--- src/logic/trf_defines.vh ---
// Register map, field positions and reset values of the timestamp readout unit.
// Assumes a 32-bit AXI4-Lite register bus with byte addressing.
`ifndef TRF_DEFINES_VH
`define TRF_DEFINES_VH

`define TRF_ADDR_W            8
`define TRF_OFS_DELTA_CYCLES  8'h00
`define TRF_OFS_DELTA_TICKS   8'h04
`define TRF_OFS_DELTA_FRAC    8'h08
`define TRF_OFS_CORR_CYCLES   8'h0C
`define TRF_OFS_CORR_TICKS    8'h10
`define TRF_OFS_CORR_FRAC     8'h14
`define TRF_OFS_READOUT_CSR   8'h18
`define TRF_OFS_QUEUE_WORD0   8'h1C
`define TRF_OFS_QUEUE_WORD1   8'h20
`define TRF_OFS_QUEUE_WORD2   8'h24
`define TRF_OFS_QUEUE_WORD3   8'h28
`define TRF_OFS_QUEUE_CSR     8'h2C

`define TRF_CSR_DELTA_READY   0
`define TRF_CSR_DELTA_REQ     1
`define TRF_CSR_SEQ_CLEAR     2
`define TRF_CSR_REF_LO        3
`define TRF_CSR_REF_HI        5
`define TRF_CSR_RAW           6

`define TRF_QCSR_LEVEL_HI     5
`define TRF_QCSR_FULL         16
`define TRF_QCSR_EMPTY        17
`define TRF_QCSR_CLEAR        18

`define TRF_RST_CORR          32'h00000000
`define TRF_RST_REF           3'h0
`define TRF_RST_RAW           1'h0

`define TRF_RESP_OKAY         2'h0
`define TRF_RESP_SLVERR       2'h2

`define TRF_DEPTH             32
`define TRF_LEVEL_W           6
`define TRF_CHAN_COUNT        5

`endif

--- src/logic/trf_stamp_mem.v ---
// Simple dual-port storage for queued timestamp records.
// Assumes one clock; read data comes from a register, with a write-through
// bypass so that a record written in the same cycle is seen at once.
module trf_stamp_mem #(
  parameter WIDTH  = 128,
  parameter ADDR_W = 5
) (
  input  wire              ref_clk,
  input  wire              wrEn,
  input  wire [ADDR_W-1:0] wrAddr,
  input  wire [WIDTH-1:0]  wrData,
  input  wire [ADDR_W-1:0] rdAddr,
  output reg  [WIDTH-1:0]  rdDataFf
);
  reg [WIDTH-1:0] memArray [0:(1<<ADDR_W)-1];

  always @(posedge ref_clk) begin
    if (wrEn) begin
      memArray[wrAddr] <= wrData;
    end
  end

  // The bypass keeps the head visible in the cycle after a push into an empty queue.
  always @(posedge ref_clk) begin
    if (wrEn && (wrAddr == rdAddr)) begin
      rdDataFf <= wrData;
    end else begin
      rdDataFf <= memArray[rdAddr];
    end
  end
endmodule

--- src/logic/trf_readout_fifo.v ---
// Readout unit for one timestamp channel: queue, offset correction, delta
// against a reference channel, and an AXI4-Lite register slave.
// Assumes the converter core pushes timestamps synchronous to ref_clk and
// presents the latest timestamp of every channel as steady levels.
//
// The AXI4-Lite register port is this design's own decision.
`include "trf_defines.vh"

// Behaviour
// Delta word for TAI cycles, signed, read-only at 0x0.
// Delta word for 8 ns ticks, unsigned, read-only at 0x4.
// Delta word for fractional part, unsigned, read-only at 0x8.
// Signed TAI-cycle correction word, read and write at 0xC.
// Unsigned tick correction word, read and write at 0x10.
// Unsigned fraction correction word, read and write at 0x14.
// Control bit 0 reads whether a delta timestamp is ready.
// Control bit 1 write requests a delta capture; reads zero.
// Control bit 2 write clears the sequence counter.
// Control bits 5 to 3 select reference channel 0 to 4.
// Control bit 6 set gives raw uncorrected timestamps.
// Head record read as four words at 0x1C to 0x28.
// Queue status bit 16 reads one when queue is full.
// Queue status bit 17 reads one when queue is empty.
// Writing one to queue status bit 18 discards all records.
// Queue status bits 5 to 0 report the number of records.
// Interrupt request stays high while the queue holds records.
// Reading the last data word removes the head record.
// Delta request captures channel minus reference, then sets ready.
// Without raw mode, correction words are added before queueing.
module trf_readout_fifo #(
  parameter DEPTH      = `TRF_DEPTH,
  parameter ADDR_W     = 5,
  parameter LEVEL_W    = `TRF_LEVEL_W,
  parameter CHAN_COUNT = `TRF_CHAN_COUNT
) (
  input  wire                     ref_clk,
  input  wire                     rst_b,
  input  wire                     s_axi_awvalid,
  output reg                      s_axi_awready,
  input  wire [`TRF_ADDR_W-1:0]   s_axi_awaddr,
  input  wire [2:0]               s_axi_awprot,
  input  wire                     s_axi_wvalid,
  output reg                      s_axi_wready,
  input  wire [31:0]              s_axi_wdata,
  input  wire [3:0]               s_axi_wstrb,
  output reg                      s_axi_bvalid,
  input  wire                     s_axi_bready,
  output reg  [1:0]               s_axi_bresp,
  input  wire                     s_axi_arvalid,
  output reg                      s_axi_arready,
  input  wire [`TRF_ADDR_W-1:0]   s_axi_araddr,
  input  wire [2:0]               s_axi_arprot,
  output reg                      s_axi_rvalid,
  input  wire                     s_axi_rready,
  output reg  [31:0]              s_axi_rdata,
  output reg  [1:0]               s_axi_rresp,
  input  wire                     stampValid,
  output reg                      stampReady,
  input  wire [31:0]              stampCycles,
  input  wire [31:0]              stampTicks,
  input  wire [31:0]              stampFrac,
  input  wire [CHAN_COUNT*32-1:0] refCycles,
  input  wire [CHAN_COUNT*32-1:0] refTicks,
  input  wire [CHAN_COUNT*32-1:0] refFrac,
  output reg                      nonemptyIrq
);

  // Bus handshake state.
  reg  [`TRF_ADDR_W-1:0] awAddrFf;
  reg                    awHeldFf;
  reg  [31:0]            wDataFf;
  reg  [3:0]             wStrbFf;
  reg                    wHeldFf;

  // Software-visible state and the internal delta-pending flag.
  reg  [31:0]            corrCyclesFf;
  reg  [31:0]            corrTicksFf;
  reg  [31:0]            corrFracFf;
  reg  [31:0]            deltaCyclesFf;
  reg  [31:0]            deltaTicksFf;
  reg  [31:0]            deltaFracFf;
  reg                    deltaReadyFf;
  reg                    deltaPendFf;
  reg  [2:0]             deltaRefFf;
  reg                    rawModeFf;
  reg  [31:0]            seqCountFf;

  // Last queued record of this channel, used as the minuend of the delta.
  reg  [31:0]            lastCyclesFf;
  reg  [31:0]            lastTicksFf;
  reg  [31:0]            lastFracFf;

  // Queue pointers and fill level.
  reg  [ADDR_W-1:0]      wrPtrFf;
  reg  [ADDR_W-1:0]      rdPtrFf;
  reg  [LEVEL_W-1:0]     levelFf;

  wire [127:0]           headRecord;

  wire awTake = s_axi_awvalid & s_axi_awready;
  wire wTake  = s_axi_wvalid & s_axi_wready;
  wire arTake = s_axi_arvalid & s_axi_arready;
  wire wrDo   = awHeldFf & wHeldFf;

  wire qEmpty = (levelFf == {LEVEL_W{1'b0}});
  wire qFull  = (levelFf == DEPTH[LEVEL_W-1:0]);

  function [31:0] mergeBytes;
    input [31:0] oldVal;
    input [31:0] newVal;
    input [3:0]  strb;
    integer      i;
    begin
      mergeBytes = oldVal;
      for (i = 0; i < 4; i = i + 1) begin
        if (strb[i]) begin
          mergeBytes[i*8 +: 8] = newVal[i*8 +: 8];
        end
      end
    end
  endfunction

  // Decoded write effects.
  wire wrCorrCycles = wrDo & (awAddrFf == `TRF_OFS_CORR_CYCLES);
  wire wrCorrTicks  = wrDo & (awAddrFf == `TRF_OFS_CORR_TICKS);
  wire wrCorrFrac   = wrDo & (awAddrFf == `TRF_OFS_CORR_FRAC);
  wire wrCsrLow     = wrDo & (awAddrFf == `TRF_OFS_READOUT_CSR) & wStrbFf[0];
  wire wrQueueCsr   = wrDo & (awAddrFf == `TRF_OFS_QUEUE_CSR) & wStrbFf[2];
  wire deltaReq     = wrCsrLow & wDataFf[`TRF_CSR_DELTA_REQ];
  wire seqClear     = wrCsrLow & wDataFf[`TRF_CSR_SEQ_CLEAR];
  wire queueClear   = wrQueueCsr & wDataFf[`TRF_QCSR_CLEAR];

  wire wrMapped = (awAddrFf == `TRF_OFS_CORR_CYCLES) | (awAddrFf == `TRF_OFS_CORR_TICKS) |
                  (awAddrFf == `TRF_OFS_CORR_FRAC) | (awAddrFf == `TRF_OFS_READOUT_CSR) |
                  (awAddrFf == `TRF_OFS_QUEUE_CSR);

  // Queue movement.
  wire push = stampValid & stampReady;
  // pop on word3
  wire pop  = arTake & (s_axi_araddr == `TRF_OFS_QUEUE_WORD3) & ~qEmpty;

  // offset correction
  wire [32:0] sumFrac   = {1'b0, stampFrac} + {1'b0, corrFracFf};
  wire [32:0] sumTicks  = {1'b0, stampTicks} + {1'b0, corrTicksFf} + {32'h00000000, sumFrac[32]};
  wire [31:0] sumCycles = stampCycles + corrCyclesFf + {31'h00000000, sumTicks[32]};

  // raw readout bypass
  wire [31:0] inCycles = rawModeFf ? stampCycles : sumCycles;
  wire [31:0] inTicks  = rawModeFf ? stampTicks : sumTicks[31:0];
  wire [31:0] inFrac   = rawModeFf ? stampFrac : sumFrac[31:0];

  reg  [ADDR_W-1:0]  nxt_wrPtr;
  reg  [ADDR_W-1:0]  nxt_rdPtr;
  reg  [LEVEL_W-1:0] nxt_level;

  always @* begin
    nxt_wrPtr = push ? wrPtrFf + {{(ADDR_W-1){1'b0}}, 1'b1} : wrPtrFf;
    // clear discards queue
    if (queueClear) begin
      nxt_rdPtr = wrPtrFf;
      nxt_level = push ? {{(LEVEL_W-1){1'b0}}, 1'b1} : {LEVEL_W{1'b0}};
    end else begin
      nxt_rdPtr = pop ? rdPtrFf + {{(ADDR_W-1){1'b0}}, 1'b1} : rdPtrFf;
      nxt_level = levelFf;
      if (push && !pop) begin
        nxt_level = levelFf + {{(LEVEL_W-1){1'b0}}, 1'b1};
      end else if (pop && !push) begin
        nxt_level = levelFf - {{(LEVEL_W-1){1'b0}}, 1'b1};
      end
    end
  end

  trf_stamp_mem #(
    .WIDTH  (128),
    .ADDR_W (ADDR_W)
  ) u_stamp_mem (
    .ref_clk  (ref_clk),
    .wrEn     (push),
    .wrAddr   (wrPtrFf),
    .wrData   ({seqCountFf, inFrac, inTicks, inCycles}),
    .rdAddr   (nxt_rdPtr),
    .rdDataFf (headRecord)
  );

  always @(posedge ref_clk) begin
    if (!rst_b) begin
      wrPtrFf     <= {ADDR_W{1'b0}};
      rdPtrFf     <= {ADDR_W{1'b0}};
      levelFf     <= {LEVEL_W{1'b0}};
      stampReady  <= 1'b0;
      nonemptyIrq <= 1'b0;
      seqCountFf  <= 32'h00000000;
      lastCyclesFf <= 32'h00000000;
      lastTicksFf <= 32'h00000000;
      lastFracFf  <= 32'h00000000;
    end else begin
      wrPtrFf     <= nxt_wrPtr;
      rdPtrFf     <= nxt_rdPtr;
      levelFf     <= nxt_level;
      // Ready is taken from the next level so a push can never overrun the queue.
      stampReady  <= (nxt_level != DEPTH[LEVEL_W-1:0]);
      // level interrupt request
      nonemptyIrq <= (nxt_level != {LEVEL_W{1'b0}});
      // sequence counter clear
      if (seqClear) begin
        seqCountFf <= 32'h00000000;
      end else if (push) begin
        seqCountFf <= seqCountFf + 32'h00000001;
      end
      if (push) begin
        lastCyclesFf <= inCycles;
        lastTicksFf  <= inTicks;
        lastFracFf   <= inFrac;
      end
    end
  end

  // Reference selection; an index equal to or above the channel count compares against zero.
  wire        refInRange = (deltaRefFf < CHAN_COUNT);
  wire [31:0] selCycles  = refInRange ? refCycles[deltaRefFf*32 +: 32] : 32'h00000000;
  wire [31:0] selTicks   = refInRange ? refTicks[deltaRefFf*32 +: 32] : 32'h00000000;
  wire [31:0] selFrac    = refInRange ? refFrac[deltaRefFf*32 +: 32] : 32'h00000000;

  wire [32:0] difFrac   = {1'b0, lastFracFf} - {1'b0, selFrac};
  wire [32:0] difTicks  = {1'b0, lastTicksFf} - {1'b0, selTicks} - {32'h00000000, difFrac[32]};
  wire [31:0] difCycles = lastCyclesFf - selCycles - {31'h00000000, difTicks[32]};

  // Control and correction registers.
  always @(posedge ref_clk) begin
    if (!rst_b) begin
      corrCyclesFf  <= `TRF_RST_CORR;
      corrTicksFf   <= `TRF_RST_CORR;
      corrFracFf    <= `TRF_RST_CORR;
      deltaRefFf    <= `TRF_RST_REF;
      rawModeFf     <= `TRF_RST_RAW;
      deltaPendFf   <= 1'b0;
      deltaReadyFf  <= 1'b0;
      deltaCyclesFf <= 32'h00000000;
      deltaTicksFf  <= 32'h00000000;
      deltaFracFf   <= 32'h00000000;
    end else begin
      // cycle correction word
      if (wrCorrCycles) begin
        corrCyclesFf <= mergeBytes(corrCyclesFf, wDataFf, wStrbFf);
      end
      // tick correction word
      if (wrCorrTicks) begin
        corrTicksFf <= mergeBytes(corrTicksFf, wDataFf, wStrbFf);
      end
      // fraction correction word
      if (wrCorrFrac) begin
        corrFracFf <= mergeBytes(corrFracFf, wDataFf, wStrbFf);
      end
      // reference channel select
      if (wrCsrLow) begin
        deltaRefFf <= wDataFf[`TRF_CSR_REF_HI:`TRF_CSR_REF_LO];
        rawModeFf  <= wDataFf[`TRF_CSR_RAW];
      end
      // two-step delta capture
      deltaPendFf <= deltaReq;
      if (deltaPendFf) begin
        deltaCyclesFf <= difCycles;
        deltaTicksFf  <= difTicks[31:0];
        deltaFracFf   <= difFrac[31:0];
      end
      // ready flag; the capture step wins over a new request's clear.
      if (deltaPendFf) begin
        deltaReadyFf <= 1'b1;
      end else if (deltaReq) begin
        deltaReadyFf <= 1'b0;
      end
    end
  end

  // Read data selection.
  reg [31:0] rdMux;
  reg        rdMapped;

  always @* begin
    rdMux    = 32'h00000000;
    rdMapped = 1'b1;
    case (s_axi_araddr)
      // delta cycles
      `TRF_OFS_DELTA_CYCLES: rdMux = deltaCyclesFf;
      // delta ticks
      `TRF_OFS_DELTA_TICKS:  rdMux = deltaTicksFf;
      // delta fraction
      `TRF_OFS_DELTA_FRAC:   rdMux = deltaFracFf;
      `TRF_OFS_CORR_CYCLES:  rdMux = corrCyclesFf;
      `TRF_OFS_CORR_TICKS:   rdMux = corrTicksFf;
      `TRF_OFS_CORR_FRAC:    rdMux = corrFracFf;
      // command bits read zero
      `TRF_OFS_READOUT_CSR: begin
        rdMux[`TRF_CSR_DELTA_READY] = deltaReadyFf;
        rdMux[`TRF_CSR_REF_HI:`TRF_CSR_REF_LO] = deltaRefFf;
        rdMux[`TRF_CSR_RAW] = rawModeFf;
      end
      // head record words
      `TRF_OFS_QUEUE_WORD0:  rdMux = headRecord[31:0];
      `TRF_OFS_QUEUE_WORD1:  rdMux = headRecord[63:32];
      `TRF_OFS_QUEUE_WORD2:  rdMux = headRecord[95:64];
      `TRF_OFS_QUEUE_WORD3:  rdMux = headRecord[127:96];
      `TRF_OFS_QUEUE_CSR: begin
        // fill level
        rdMux[`TRF_QCSR_LEVEL_HI:0] = levelFf;
        // full flag
        rdMux[`TRF_QCSR_FULL] = qFull;
        // empty flag
        rdMux[`TRF_QCSR_EMPTY] = qEmpty;
      end
      default: rdMapped = 1'b0;
    endcase
  end

  // AXI4-Lite write channel: address and data are taken in either order.
  always @(posedge ref_clk) begin
    if (!rst_b) begin
      awAddrFf      <= {`TRF_ADDR_W{1'b0}};
      awHeldFf      <= 1'b0;
      wDataFf       <= 32'h00000000;
      wStrbFf       <= 4'h0;
      wHeldFf       <= 1'b0;
      s_axi_awready <= 1'b0;
      s_axi_wready  <= 1'b0;
      s_axi_bvalid  <= 1'b0;
      s_axi_bresp   <= `TRF_RESP_OKAY;
    end else begin
      if (awTake) begin
        awAddrFf <= s_axi_awaddr;
      end
      if (wTake) begin
        wDataFf <= s_axi_wdata;
        wStrbFf <= s_axi_wstrb;
      end
      awHeldFf <= (awHeldFf | awTake) & ~wrDo;
      wHeldFf  <= (wHeldFf | wTake) & ~wrDo;
      if (wrDo) begin
        s_axi_bvalid <= 1'b1;
        s_axi_bresp  <= wrMapped ? `TRF_RESP_OKAY : `TRF_RESP_SLVERR;
      end else if (s_axi_bready) begin
        s_axi_bvalid <= 1'b0;
      end
      // Readiness drops once a beat is held and stays low until the response is taken.
      s_axi_awready <= ~(awHeldFf | awTake) & ~wrDo & ~(s_axi_bvalid & ~s_axi_bready);
      s_axi_wready  <= ~(wHeldFf | wTake) & ~wrDo & ~(s_axi_bvalid & ~s_axi_bready);
    end
  end

  // AXI4-Lite read channel.
  always @(posedge ref_clk) begin
    if (!rst_b) begin
      s_axi_arready <= 1'b0;
      s_axi_rvalid  <= 1'b0;
      s_axi_rdata   <= 32'h00000000;
      s_axi_rresp   <= `TRF_RESP_OKAY;
    end else begin
      if (arTake) begin
        s_axi_rvalid  <= 1'b1;
        s_axi_rdata   <= rdMux;
        s_axi_rresp   <= rdMapped ? `TRF_RESP_OKAY : `TRF_RESP_SLVERR;
        s_axi_arready <= 1'b0;
      end else if (s_axi_rvalid) begin
        if (s_axi_rready) begin
          s_axi_rvalid  <= 1'b0;
          s_axi_arready <= 1'b1;
        end
      end else begin
        s_axi_arready <= 1'b1;
      end
    end
  end

endmodule

--- config.mk ---
export PLATFORM = sky130hd
export DESIGN_NAME = trf_readout_fifo
export DESIGN_NICKNAME = d
export VERILOG_FILES = /design/src/logic/trf_stamp_mem.v /design/src/logic/trf_readout_fifo.v
export VERILOG_INCLUDE_DIRS = /design/src /design/src/logic
export SDC_FILE = /design/constraint.sdc
export NUM_CORES = 2
export LEC_CHECK = 0
export BUFFER_PORTS_ARGS = -buffer_cell sky130_fd_sc_hd__buf_2
export CORE_UTILIZATION = 45
export DETAILED_ROUTE_END_ITERATION = 16
export GPL_ROUTABILITY_DRIVEN = 0
export PLACE_DENSITY = 0.63
export SYNTH_ARGS = -nofsm -noshare
export SYNTH_HDL_FRONTEND = slang
export SYNTH_SLANG_ARGS = --single-unit
export TNS_END_PERCENT = 50
--- constraint.sdc ---
create_clock -name ref_clk -period 21.1 [get_ports ref_clk]
set_clock_uncertainty 0.15 [all_clocks]
set_input_delay 3.165 -clock ref_clk [delete_from_list [all_inputs] [get_ports ref_clk]]
set_output_delay 3.165 -clock ref_clk [all_outputs]
set_load 0.05 [all_outputs]
==> results_dict.tcl <==
set metrics [dict create \
    wl_mm 629 \
    setup_viol 0 \
    synthArstFlopShare_pct 0 \
    whs_ns 0.297 \
    fill_cells 32700 \
    fin_area_um2 214000 \
    syn_inst 10100 \
    slowest_delay_ns 0.57 \
    drive_gt1_share_pct 27.9 \
    cts-htree-levels 5 \
    drt-initial-drc-count 15300 \
    cts_buffers 452 \
    failed_checks "capacitance limit, slew limit" \
    grt_pass1_wl_mm 851 \
    p_leak_nw 67.6 \
    synthFlopType "edfxtp_1" \
    period_needed_ns 14.23 \
    synth_edf_count 4096 \
    timing.critical_path.to "deltaCyclesFf[24]" \
    hpwl_mm 381 \
    multi_input_area_um2 53200 \
    cp-start-kind "primary input" \
    cp_num_cells 41 \
    syn_avg_cell_area_um2 18.5 \
    drtPass1Iterations 8 \
    worst_slew_pin_slew_ns 1.59 \
    yosysSeqAreaShare_pct 70.3 \
    grt_max_degree 127 \
    io-pin-count 685 \
    num_rows 236 \
    syn_area_um2 187000 \
    critPathMaxFanout 5 \
    reg2reg_to "deltaCyclesFf[24]" \
    rrSetupSlack_ns 7.40 \
    finalSetupTns_ns 0 \
    hp-class "register to register" \
    worst-path-buf-inv 1 \
    cts_tree "done" \
    status "finished with violations" \
    via_count 109000 \
    path_class "primary input to register" \
    antenna_found_initial 93 \
    antenna_left 0 \
    cts_sinks 4530 \
    rsz0062_at_grt "false" \
    p_per_area_nw_per_um2 88.8 \
    regArea_um2 132000 \
    insertion_delay_ns 1.01 \
    critPathSlowestCell "a221oi_2" \
    nets 11900 \
    crit_top_cell "fa_1" \
    start_util_pct 45.3 \
    relSlewSlack_pct -7.43 \
    root_buffer "clkbuf_16" \
    max_freq_mhz 70.3 \
    dieArea_um2 419000 \
    vdd_drop_max_mv 0.0840 \
    vias_per_cell 6.43 \
    r2r_start "deltaRefFf[2]" \
    critPathTopFamily "compound AO/OA/AOI/OAI gates" \
    post-route-util_pct 51.7 \
    yosysWarnings 0 \
    post_cts_buffers 0 \
    slew_viol_final 2 \
    drcViolationCount 0 \
    grt_pass1_vias 106000 \
    finalCritPeriodShare_pct 67.4 \
    cts_resized 0 \
    arrival_ns 14.91 \
    hold_viol_final 0 \
    syn_to_final_growth_pct 14.1 \
    grtUsageTotal_pct 29.5 \
    hold_depth 2 \
    io_buffers 676 \
    ctsHoldBuffers 0 \
    cp-startpoint "refFrac[96]" \
    overflow 0 \
    wire_per_inst_um 37.1 \
    maxCapViolations 1 \
    clockBufferDepth 4 \
    r2r_cells 45 \
    clk_pin_slew_ns 0.06 \
    synth_cell_types 88 \
    die_h_um 647 \
    ys_seq_elements 4530 \
    p_total_mw 19.0 \
    die_x_um 647 \
    dpl_cell_area_um2 199000 \
    endpoint_kind "register" \
    worstPathRequired_ns 21.79 \
    top_register "u_stamp_mem.memArray" \
    core_um2 414000 \
    largest_reg_flops 4096 \
]
cell usage after synthesis (17+ instances only):
| library cell | n | area [um2] |
|---|---|---|
| or3_1 | 23 | 144 |
| and3_1 | 36 | 225 |
| o21ai_1 | 36 | 180 |
| nand4_1 | 50 | 313 |
| dfxtp_1 | 434 | 8690 |
| mux2i_1 | 186 | 1860 |
| buf_4 | 40 | 300 |
| mux4_2 | 1329 | 29900 |
| nand3_1 | 144 | 721 |
| nand2_1 | 632 | 2370 |
| edfxtp_1 | 4096 | 123000 |
| a21o_1 | 111 | 833 |
| a222oi_1 | 18 | 180 |
| o211ai_1 | 35 | 263 |
| xor2_1 | 73 | 639 |
| buf_2 | 116 | 581 |
| buf_6 | 21 | 236 |
| inv_1 | 241 | 905 |
| o21ai_0 | 201 | 1010 |
| nor3_1 | 66 | 330 |
| nor2b_1 | 44 | 275 |
| o21a_1 | 39 | 293 |
| buf_1 | 84 | 315 |
| nand2b_1 | 34 | 213 |
| a221oi_1 | 18 | 158 |
| xnor2_1 | 106 | 928 |
| nor2_1 | 331 | 1240 |
| mux2_2 | 20 | 225 |
| o22ai_1 | 27 | 169 |
| a22oi_1 | 130 | 976 |
| a211oi_1 | 89 | 668 |
| and2_1 | 28 | 175 |
| ha_1 | 256 | 3200 |
| a21oi_1 | 406 | 2030 |
| o21bai_1 | 17 | 128 |
| clkbuf_1 | 286 | 1070 |
| a31oi_1 | 40 | 250 |
| a22o_1 | 75 | 657 |
layout by cell type (no fill, tap or decap), types with 240 or more instances in the layout:
master and n:
inv_1 240, buf_2 675, ha_1 256, nand2_1 629, clkbuf_16 455, a21oi_1 404, edfxtp_1 4096, nor2_1 290
buf_4 272, mux4_2 1329, dfxtp_1 425
worst min path at each step:
stage / from / end
6_report: s_axi_rdata[0] / s_axi_rdata[0]
5_1_grt: s_axi_rdata[0] / s_axi_rdata[0]
4_1_cts: s_axi_rdata[0] / s_axi_rdata[0]
3_5_place_dp: s_axi_rdata[2] / s_axi_rdata[2]
3_3_place_gp: s_axi_rdata[2] / s_axi_rdata[2]
2_1_floorplan: deltaTicksFf[31] / deltaTicksFf[31]
per-layer routing:
layer  global-route usage, %  wire length (um)  share of wire [%]
met3                    6.44             63200                 10
met4                    21.4             54200                8.6
met2                    45.5            287000                 46
met1                    37.0            224000                 36
met5                       0               270              0.043
stage by stage:
step,setup slack (ns),instances
global placement,6.03,16000
CTS,7.11,16800
finish,6.87,16900
detailed placement,6.16,16000
global route,6.30,16900
floorplan,6.82,10100
worst min-delay path, cell delays in order, from the launching register on:
cell and delay [ns]:
dfxtp_1 0.31, nand2_1 0.05, o21ai_1 0.05
area by class of cell:
type / count / area share [%]
Sequential cell: 4530 / 61.6
Multi-Input combinational cell: 4785 / 24.9
Clock buffer: 581 / 5.69
Tap cell: 5474 / 3.20
Timing Repair Buffer: 973 / 2.77
Clock inverter: 264 / 1.38
Inverter: 244 / 0.435
Antenna cell: 77 / 0.0901
cell families (layout without fill, tap and decap cells):
kind of cell	count (synthesis)	after routing	share of synthesized area, %
other cells	1	79	0.00200
simple gates	1458	1458	3.50
flops	4530	4530	70.3
mux	1535	1535	17.1
fa+ha+maj	266	266	1.82
compound gates	1345	1345	4.67
xor+xnor	179	179	0.836
buf+inv	792	2062	1.83
power by group:
| group | internal, mW | total (mW) | switching, mW |
|---|---|---|---|
| combinational | 0.301 | 0.933 | 0.632 |
| clock | 4.74 | 8.20 | 3.46 |
| sequential | 9.82 | 9.87 | 0.0433 |
| total | 14.9 | 19.0 | 4.13 |
(Power assumes the default switching activity.)
